File: src/design/eews_pkg.sv
// Shared constants and types of the two-wire EEPROM slave
package eews_pkg;
   // Clock and write cycle timing
   localparam int CLK_PERIOD_NS = 5;
   localparam int WRITE_CYCLE_TIME_NS = 5000000;
   localparam int WRITE_CYCLES = (WRITE_CYCLE_TIME_NS + CLK_PERIOD_NS - 1) / CLK_PERIOD_NS;
   // Array geometry
   localparam int ADDR_W_4K = 9;
   localparam int ADDR_W_8K = 10;
   localparam int PAGE_W = 4;
   localparam int PAGE_BYTES = 16;
   // Device address word layout
   localparam logic [3:0] DEV_TYPE = 4'ha;
   localparam int DEV_TYPE_LSB = 4;
   localparam int RW_BIT = 0;
   localparam logic [3:0] BYTE_BITS = 4'h8;
   // Synchroniser lanes
   localparam int PIN_W = 6;
   localparam int PIN_SCL = 0;
   localparam int PIN_SDA = 1;
   localparam int PIN_LOCK = 2;
   localparam int PIN_CS_LSB = 3;
   localparam logic [5:0] PIN_RST = 6'h03;
   typedef enum logic [2:0] {
      ST_IDLE, ST_DEVADDR, ST_WADDR, ST_WDATA, ST_RDATA, ST_RACK, ST_WCYCLE
   } eews_state_e;
endpackage

File: src/design/eews_sync.sv
// Three-stage pin synchroniser with agreement filter
`timescale 1ns/100ps
module eews_sync #(
   parameter int W = 1,
   parameter logic [W-1:0] RST_VAL = '0
) (
   // Clock and reset
   input wire logic i_mclk,
   input wire logic i_nrst,
   // Pins in, filtered levels out
   input wire logic [W-1:0] i_pin,
   output logic [W-1:0] o_val
);
   logic [W-1:0] s1_ff, s2_ff, s3_ff, val_ff, nxt_val;

   // Stage one feeds only stage two; the level moves once stages two and three agree
   always_comb begin
      nxt_val = (~(s2_ff ^ s3_ff) & s3_ff) | ((s2_ff ^ s3_ff) & val_ff);
   end

   always_ff @(posedge i_mclk or negedge i_nrst) begin
      if (!i_nrst) begin
         s1_ff <= RST_VAL;
         s2_ff <= RST_VAL;
         s3_ff <= RST_VAL;
         val_ff <= RST_VAL;
      end else begin
         s1_ff <= i_pin;
         s2_ff <= s1_ff;
         s3_ff <= s2_ff;
         val_ff <= nxt_val;
      end
   end

   assign o_val = val_ff;
endmodule

File: src/design/eews_mem.sv
// Simple dual-port byte memory with registered read data
`timescale 1ns/100ps
module eews_mem #(
   parameter int AW = 4,
   parameter int DW = 8
) (
   // Clock and reset
   input wire logic i_mclk,
   input wire logic i_nrst,
   // Write port
   input wire logic i_we,
   input wire logic [AW-1:0] i_waddr,
   input wire logic [DW-1:0] i_wdata,
   // Read port
   input wire logic [AW-1:0] i_raddr,
   output logic [DW-1:0] o_rdata
);
   logic [DW-1:0] mem [2**AW];
   logic [DW-1:0] rdata_ff;

   // Storage has no reset, like a real array
   always_ff @(posedge i_mclk) begin
      if (i_we) begin
         mem[i_waddr] <= i_wdata;
      end
   end

   always_ff @(posedge i_mclk or negedge i_nrst) begin
      if (!i_nrst) begin
         rdata_ff <= '0;
      end else begin
         rdata_ff <= mem[i_raddr];
      end
   end

   assign o_rdata = rdata_ff;
endmodule

File: src/design/eews_top.sv
// Two-wire serial EEPROM slave: framing, addressing, page write and read sequencing
//
// Functional notes
// - SDA falling while SCL high is a start; every command begins with one.
// - SDA rising while SCL high is a stop; stop after a read gives standby.
// - SDA changes only while SCL low; changes with SCL high are framing.
// - Words are 8 bits; device pulls SDA low on ninth clock to acknowledge.
// - Standby after power-up, and after stop once internal work is done.
// - 4-Kbit build: 32 pages of 16 bytes, 9-bit word address.
// - 8-Kbit build: 64 pages of 16 bytes, 10-bit word address.
// - Address word's four top bits carry the fixed one-zero-one-zero pattern.
// - 4-Kbit: two select bits match pins 2 and 1; next bit is address MSB.
// - 8-Kbit: one select bit matches pin 2; next two are address MSBs.
// - Address word's last bit: high starts a read, low a write.
// - Match gives acknowledge; mismatch gives no acknowledge and back to standby.
// - Byte write: word address then one data byte, each acknowledged, then stop.
// - Stop ending a write starts a timed write cycle; bus ignored meanwhile.
// - Page write: up to fifteen more acknowledged bytes, then stop.
// - Only low four address bits increment; page end wraps to page start.
// - Over sixteen bytes wrap within the page, overwriting earlier ones.
// - Polling during write cycle is acknowledged only after the cycle ends.
// - Lock input low allows writes; high protects the whole array.
// - Sample SDA on SCL rise; change output SDA after SCL fall.
// - SDA is open drain: pull low or release only.
// - Address counter holds last address plus one; current read uses it.
// - Acknowledged reads continue with next byte, wrapping at array end.
`timescale 1ns/100ps
module eews_top #(
   parameter int P_ADDR_W = eews_pkg::ADDR_W_4K,
   parameter int P_WRITE_CYCLES = eews_pkg::WRITE_CYCLES
) (
   // Clock and reset
   input wire logic i_mclk,
   input wire logic i_nrst,
   // Two-wire bus, SDA as open drain
   input wire logic i_scl,
   input wire logic i_sda,
   output logic o_sda_out,
   output logic o_sda_oe,
   // Straps
   input wire logic i_chip_select_pin_0,
   input wire logic i_chip_select_pin_1,
   input wire logic i_chip_select_pin_2,
   input wire logic i_array_lock_input,
   // Status
   output logic o_standby,
   output logic o_write_busy
);
   localparam int HI_W = P_ADDR_W - 8;
   localparam int WCNT_W = $clog2(P_WRITE_CYCLES + 1);
   localparam logic [WCNT_W-1:0] WCNT_LAST = WCNT_W'(P_WRITE_CYCLES - 1);
   localparam logic [WCNT_W-1:0] WCNT_PAGE = WCNT_W'(eews_pkg::PAGE_BYTES);

   logic [eews_pkg::PIN_W-1:0] pin_s;
   logic scl_s, sda_s, lock_s;
   logic [2:0] cs_s;
   eews_pkg::eews_state_e state_ff, nxt_state;
   logic scl_q_ff, sda_q_ff;
   logic [3:0] bcnt_ff, nxt_bcnt;
   logic [7:0] shift_ff, nxt_shift;
   logic [P_ADDR_W-1:0] addr_ff, nxt_addr, addr_inc, addr_inpage;
   logic [HI_W-1:0] pg_ff, nxt_pg;
   logic oe_ff, nxt_oe, ack_ff, nxt_ack, rw_ff, nxt_rw, mack_ff, nxt_mack;
   logic [eews_pkg::PAGE_BYTES-1:0] mask_ff, nxt_mask;
   logic [WCNT_W-1:0] wcnt_ff, nxt_wcnt;
   logic sda_o_ff, standby_ff, busy_ff;
   logic scl_rise, scl_fall, start_ev, stop_ev, byte_end, ack_end, dev_match, rx_state;
   logic buf_we, arr_we;
   logic [3:0] cidx;
   logic [7:0] buf_rdata, arr_rdata;

   // Every pin, straps included, goes through the filter; straps may be driven by logic
   eews_sync #(.W(eews_pkg::PIN_W), .RST_VAL(eews_pkg::PIN_RST)) u_sync (
      .i_mclk(i_mclk),
      .i_nrst(i_nrst),
      .i_pin({i_chip_select_pin_2, i_chip_select_pin_1, i_chip_select_pin_0, i_array_lock_input, i_sda, i_scl}),
      .o_val(pin_s)
   );

   assign scl_s = pin_s[eews_pkg::PIN_SCL];
   assign sda_s = pin_s[eews_pkg::PIN_SDA];
   assign lock_s = pin_s[eews_pkg::PIN_LOCK];
   assign cs_s = pin_s[eews_pkg::PIN_CS_LSB +: 3];

   // Edge and framing detection on the filtered levels
   assign scl_rise = scl_s & ~scl_q_ff;
   assign scl_fall = ~scl_s & scl_q_ff;
   assign start_ev = scl_s & scl_q_ff & sda_q_ff & ~sda_s;
   assign stop_ev = scl_s & scl_q_ff & ~sda_q_ff & sda_s;
   assign rx_state = (state_ff == eews_pkg::ST_DEVADDR) || (state_ff == eews_pkg::ST_WADDR) ||
                     (state_ff == eews_pkg::ST_WDATA);
   assign byte_end = rx_state & scl_fall & (bcnt_ff == eews_pkg::BYTE_BITS) & ~ack_ff;
   assign ack_end = rx_state & scl_fall & ack_ff;
   // Unused select bits become address bits, so the compared width follows the size
   assign dev_match = (shift_ff[7:eews_pkg::DEV_TYPE_LSB] == eews_pkg::DEV_TYPE) &&
                      (shift_ff[3:HI_W+1] == cs_s[2:HI_W]);
   assign addr_inc = addr_ff + 1'b1;
   assign addr_inpage = {addr_ff[P_ADDR_W-1:eews_pkg::PAGE_W], addr_ff[3:0] + 4'h1};

   // Page buffer collects data; the array only changes during the write cycle
   assign buf_we = (state_ff == eews_pkg::ST_WDATA) & byte_end & ~lock_s;
   assign cidx = wcnt_ff[3:0] - 4'h1;
   assign arr_we = (state_ff == eews_pkg::ST_WCYCLE) && (wcnt_ff != '0) && (wcnt_ff <= WCNT_PAGE) &&
                   mask_ff[cidx];

   eews_mem #(.AW(eews_pkg::PAGE_W), .DW(8)) u_page (
      .i_mclk(i_mclk),
      .i_nrst(i_nrst),
      .i_we(buf_we),
      .i_waddr(addr_ff[3:0]),
      .i_wdata(shift_ff),
      .i_raddr(wcnt_ff[3:0]),
      .o_rdata(buf_rdata)
   );

   // Array size follows the address width: 512 or 1024 bytes
   eews_mem #(.AW(P_ADDR_W), .DW(8)) u_array (
      .i_mclk(i_mclk),
      .i_nrst(i_nrst),
      .i_we(arr_we),
      .i_waddr({addr_ff[P_ADDR_W-1:eews_pkg::PAGE_W], cidx}),
      .i_wdata(buf_rdata),
      .i_raddr(addr_ff),
      .o_rdata(arr_rdata)
   );

   always_comb begin
      nxt_state = state_ff;
      nxt_bcnt = bcnt_ff;
      nxt_shift = shift_ff;
      nxt_addr = addr_ff;
      nxt_pg = pg_ff;
      nxt_oe = oe_ff;
      nxt_ack = ack_ff;
      nxt_rw = rw_ff;
      nxt_mack = mack_ff;
      nxt_mask = mask_ff;
      nxt_wcnt = wcnt_ff;
      if (state_ff == eews_pkg::ST_WCYCLE) begin
         // Bus fully ignored until the cycle ends, so polls get no acknowledge
         nxt_oe = 1'b0;
         nxt_wcnt = wcnt_ff + 1'b1;
         if (wcnt_ff == WCNT_LAST) begin
            nxt_state = eews_pkg::ST_IDLE;
            nxt_mask = '0;
         end
      end else if (start_ev) begin
         nxt_state = eews_pkg::ST_DEVADDR;
         nxt_bcnt = '0;
         nxt_oe = 1'b0;
         nxt_ack = 1'b0;
      end else if (stop_ev) begin
         nxt_bcnt = '0;
         nxt_oe = 1'b0;
         nxt_ack = 1'b0;
         nxt_wcnt = '0;
         // Locked writes leave the mask empty, so no cycle starts
         if ((state_ff == eews_pkg::ST_WDATA) && (mask_ff != '0)) begin
            nxt_state = eews_pkg::ST_WCYCLE;
         end else begin
            nxt_state = eews_pkg::ST_IDLE;
         end
      end else begin
         case (state_ff)
            eews_pkg::ST_IDLE: begin
               nxt_oe = 1'b0;
            end
            eews_pkg::ST_DEVADDR, eews_pkg::ST_WADDR, eews_pkg::ST_WDATA: begin
               if (scl_rise && (bcnt_ff < eews_pkg::BYTE_BITS)) begin
                  nxt_shift = {shift_ff[6:0], sda_s};
                  nxt_bcnt = bcnt_ff + 4'h1;
               end else if (byte_end) begin
                  nxt_ack = 1'b1;
                  nxt_oe = 1'b1;
                  if (state_ff == eews_pkg::ST_DEVADDR) begin
                     if (dev_match) begin
                        nxt_pg = shift_ff[HI_W:1];
                        nxt_rw = shift_ff[eews_pkg::RW_BIT];
                     end else begin
                        nxt_state = eews_pkg::ST_IDLE;
                        nxt_oe = 1'b0;
                        nxt_ack = 1'b0;
                     end
                  end else if (state_ff == eews_pkg::ST_WADDR) begin
                     nxt_addr = {pg_ff, shift_ff};
                  end else begin
                     nxt_addr = addr_inpage;
                     if (!lock_s) begin
                        nxt_mask[addr_ff[3:0]] = 1'b1;
                     end
                  end
               end else if (ack_end) begin
                  nxt_ack = 1'b0;
                  nxt_oe = 1'b0;
                  nxt_bcnt = '0;
                  if (state_ff == eews_pkg::ST_DEVADDR) begin
                     if (rw_ff) begin
                        nxt_state = eews_pkg::ST_RDATA;
                        nxt_shift = arr_rdata;
                        nxt_oe = ~arr_rdata[7];
                     end else begin
                        nxt_state = eews_pkg::ST_WADDR;
                        nxt_mask = '0;
                     end
                  end else begin
                     nxt_state = eews_pkg::ST_WDATA;
                  end
               end
            end
            eews_pkg::ST_RDATA: begin
               if (scl_rise) begin
                  nxt_bcnt = bcnt_ff + 4'h1;
               end else if (scl_fall) begin
                  if (bcnt_ff < eews_pkg::BYTE_BITS) begin
                     nxt_oe = ~shift_ff[6];
                     nxt_shift = {shift_ff[6:0], 1'b0};
                  end else begin
                     nxt_oe = 1'b0;
                     nxt_addr = addr_inc;
                     nxt_bcnt = '0;
                     nxt_state = eews_pkg::ST_RACK;
                  end
               end
            end
            eews_pkg::ST_RACK: begin
               if (scl_rise) begin
                  nxt_mack = ~sda_s;
               end else if (scl_fall) begin
                  if (mack_ff) begin
                     nxt_state = eews_pkg::ST_RDATA;
                     nxt_shift = arr_rdata;
                     nxt_oe = ~arr_rdata[7];
                  end else begin
                     nxt_state = eews_pkg::ST_IDLE;
                  end
               end
            end
            default: begin
               nxt_state = eews_pkg::ST_IDLE;
               nxt_oe = 1'b0;
            end
         endcase
      end
   end

   // Device comes up in standby
   always_ff @(posedge i_mclk or negedge i_nrst) begin
      if (!i_nrst) begin
         state_ff <= eews_pkg::ST_IDLE;
         scl_q_ff <= 1'b1;
         sda_q_ff <= 1'b1;
         bcnt_ff <= '0;
         shift_ff <= '0;
         addr_ff <= '0;
         pg_ff <= '0;
         oe_ff <= 1'b0;
         ack_ff <= 1'b0;
         rw_ff <= 1'b0;
         mack_ff <= 1'b0;
         mask_ff <= '0;
         wcnt_ff <= '0;
         sda_o_ff <= 1'b0;
         standby_ff <= 1'b1;
         busy_ff <= 1'b0;
      end else begin
         state_ff <= nxt_state;
         scl_q_ff <= scl_s;
         sda_q_ff <= sda_s;
         bcnt_ff <= nxt_bcnt;
         shift_ff <= nxt_shift;
         addr_ff <= nxt_addr;
         pg_ff <= nxt_pg;
         oe_ff <= nxt_oe;
         ack_ff <= nxt_ack;
         rw_ff <= nxt_rw;
         mack_ff <= nxt_mack;
         mask_ff <= nxt_mask;
         wcnt_ff <= nxt_wcnt;
         sda_o_ff <= 1'b0;
         standby_ff <= (nxt_state == eews_pkg::ST_IDLE);
         busy_ff <= (nxt_state == eews_pkg::ST_WCYCLE);
      end
   end

   assign o_sda_out = sda_o_ff;
   assign o_sda_oe = oe_ff;
   assign o_standby = standby_ff;
   assign o_write_busy = busy_ff;
endmodule

File: config.mk
export PLATFORM = sky130hd
export DESIGN_NAME = eews_top
export DESIGN_NICKNAME = d
export VERILOG_FILES = /design/src/design/eews_pkg.sv /design/src/design/eews_sync.sv /design/src/design/eews_mem.sv /design/src/design/eews_top.sv
export SDC_FILE = /design/constraint.sdc
export NUM_CORES = 2
export LEC_CHECK = 0
export ABC_CLOCK_PERIOD_IN_PS = 8400
export BUFFER_PORTS_ARGS = -buffer_cell sky130_fd_sc_hd__clkbuf_2
export CORE_MARGIN = 5
export CORE_UTILIZATION = 50
export CTS_BUF_LIST = sky130_fd_sc_hd__clkbuf_4
export DETAILED_ROUTE_END_ITERATION = 16
export PLACE_DENSITY = 0.63
export SYNTH_ARGS = -nofsm -noshare
export SYNTH_HDL_FRONTEND = slang
export SYNTH_HIERARCHICAL = 1
export SYNTH_MEMORY_MAX_BITS = 65536
export SYNTH_SLANG_ARGS = --single-unit
File: constraint.sdc
create_clock -name i_mclk -period 8.4 [get_ports i_mclk]
set_input_delay 0.42 -clock i_mclk [delete_from_list [all_inputs] [get_ports i_mclk]]
set_output_delay 0.42 -clock i_mclk [all_outputs]
set_load 0.01 [all_outputs]
==> flow_summary.toml <==
[power]
leakagePower_nw = 56.9
p_seq_share_pct = 56.6
swShare_pct = 24.5
internal_power_mw = 36.7
cell_area_power_density_nw_per_um2 = 258
ir_drop_mv = 0.463
finalPower_mw = 48.6
share_clk_of_total_power_pct = 35.8
switchingPower_mw = 11.9
power_frac_comb_pct = 7.6

[global_route]
via_count_of_the_first_global_routing_pass = 91503
global_route.usage.total_pct = 24.5
grt_antenna_before_repair = 19
grt_max_degree = 213
global_route.overflow_total = 0
wire_length_of_the_first_global_routing_pass_mm = 622

[placement]
place_inst = 12880
port_bufs = 9
routabilityCongestion = 0.861
dp.final_hpwl_mm = 248

[routing]
routedLengthMet1_mm = 170
met2_wirelength_mm = 207
top_layer_used = "met4"
wl_met3_mm = 39.7
drt_first_iter_violations = 11117
avgRoutedWirePerCell_um = 29.0
vias_per_cell = 6.15
final_routed_drc_violation_total = 0
drt_pre_antenna_iters = 8
vias = 90792
count_of_nets_left_with_antenna_violations_after_detail_routing = 0
detail_route.wirelength_mm = 429

[clocking]
ctsResizeCount = 0
cts_sinks = 4329
cts-buffers-inserted = 1161
clkSlewWorstSetupHoldPaths_ps = 70
clk_root_buffer_cell = "clkbuf_4"
clkLatencyLatePin_ps = 1640
cts_max_path_buffers = 5
htree_levels = 7
clock_tree_from_tritoncts = "built"

[final_layout]
layout-area-overhead-vs-synth_pct = 10.7
drive_above_1_share_pct = 25.8
instances_no_fill = 14766
nFillCells = 26086
design.final.nets = 9546

[floorplan]
initial_core_util_pct = 50.1
die_height_um = 593
design.core.area_um2 = 339000
floorplan.die_area_um2 = 352000
floorplan.rows = 214
ioPinCount = 12
die_w_um = 593

[critical_path]
critical_path.endpoint_type = "flop"
crit_required_ps = 9570
cp_max_fanout = 38
cp.arrival_ps = 6830
r2r_slack_ps = 2750
setup.worst_path.start_class = "flop"
critical_path.reg2reg.startpoint = "wcnt_ff[1]"
reg2reg_to = "u_array/mem[338][1]"
path_class = "flop to flop"
r2r.worst_path.cells = 10

[sta]
fin_tns_setup_ps = 0
rsz0062_at_grt = "false"
fmaxAchievable_mhz = 177
hold_violations = 0
timing.final.max_slew_violations = 0
tightestPinTransition_ps = 1450
final.setup_skew_ps = 127
slew_headroom_pct = 2.23
finalCritPeriodShare_pct = 67.3
layout_min_cycle_time_ps = 5650
setup_violations = 0

[yosys]
netlist_area_before_placement_um2 = 170000
synth_nets = 8746
instance_count_of_the_mapped_netlist = 8727
yosys_warnings = 6
syn_area_per_cell_um2 = 19.5

[min_path]
hold-path-cell-count = 0
min-delay-path-class = "flop to flop"
hold_worst_path_end = "scl_q_ff"

[outcome]
run_status = "complete, no violations"

[job]
max-cap-violations = 0
[metal layers]
metal	track usage [%]	up-vias
li1	-	38433
met1	34.0	47137
met2	38.1	4592
met3	6.04	630
met4	8.93	0
met5	0	-
[state kept, by name, summed over array words and instances (netlist names), 3 cells and up, named ones only]
| register | cells |
|---|---|
| addr_ff | 9 |
| bcnt_ff | 4 |
| mask_ff | 16 |
| shift_ff | 8 |
| state_ff | 3 |
| u_array/mem | 4096 |
| u_array/o_rdata | 8 |
| u_page/mem | 128 |
| u_page/o_rdata | 8 |
| u_sync/s1_ff | 5 |
| u_sync/s2_ff | 5 |
| u_sync/s3_ff | 5 |
| wcnt_ff | 20 |
[critical path, stage by stage (launching register included)]
cell	delay (ps)
dfrtp_1	320
buf_4	440
inv_1	90
ha_1	220
xor2_1	420
mux4_2	280
and3_1	250
nor3b_1	1040
nand2_4	850
buf_4	570
nor2_1	650
[power groups by stage]
| stage | Clock, mW | Sequential [mW] | Combinational, mW |
|---|---|---|---|
| CTS | 17.9 | 27.5 | 3.74 |
| finish | 17.4 | 27.5 | 3.69 |
| detailed placement | 0 | 27.9 | 3.74 |
| global placement | 0 | 27.9 | 3.47 |
| global route | 19.2 | 27.5 | 3.96 |
| floorplan | 0 | 30.3 | 0.437 |
[per-stage QoR]
stage                     cell area, um2  utilization, %  setup WS (ps)  hold WS, ps
after CTS                         188000            55.5           2640          163
final                             188000            55.5           2750          340
after global placement            174000            51.4           2820          344
after detailed placement          174000            51.4           2750          344
after floorplan                   170000               -            949          124
after global routing              188000            55.5           2340          269
[cell type report]
type,count,area (um2),share of cell area (%)
Antenna cell,15,37.5,0.0199
Clock buffer,1631,12200,6.51
Clock inverter,220,1310,0.695
Inverter,13,56.3,0.0299
Multi-Input combinational cell,3835,37500,19.9
Sequential cell,4329,130000,68.8
Tap cell,4536,5680,3.02
Timing Repair Buffer,187,1860,0.988
[what timing repair did]
action | 4_1_cts | 5_1_grt
hold endpoints to repair | 110 | 0
hold buffers | 19 | 0
buffers inserted | 0 | 0
[placed cells by master, fill, tap and decap left out, drive strengths merged, types with 46 or more instances in the layout]
| cell type | instances |
|---|---|
| clkbuf | 1639 |
| o22ai | 166 |
| nor3 | 125 |
| edfxtp | 4224 |
| a22oi | 81 |
| nand3 | 49 |
| nor2 | 636 |
| o21ai | 161 |
| clkinv | 175 |
| o221ai | 372 |
| a21oi | 203 |
| nand2 | 165 |
| mux2i | 814 |
| buf | 161 |
| mux4 | 691 |
| nor4 | 46 |
| dfrtp | 94 |
[worst max path at each step]
stage	from	endpoint	cells past startpoint
floorplan	u_page/o_rdata[0]	u_array/mem[0][0]	0
global placement	wcnt_ff[0]	u_array/mem[338][2]	9
detailed placement	wcnt_ff[0]	u_array/mem[338][0]	9
CTS	wcnt_ff[0]	u_array/mem[338][1]	9
global route	wcnt_ff[0]	u_array/mem[338][1]	9
finish	wcnt_ff[1]	u_array/mem[338][1]	10
Power figures use the tool's default switching activity.
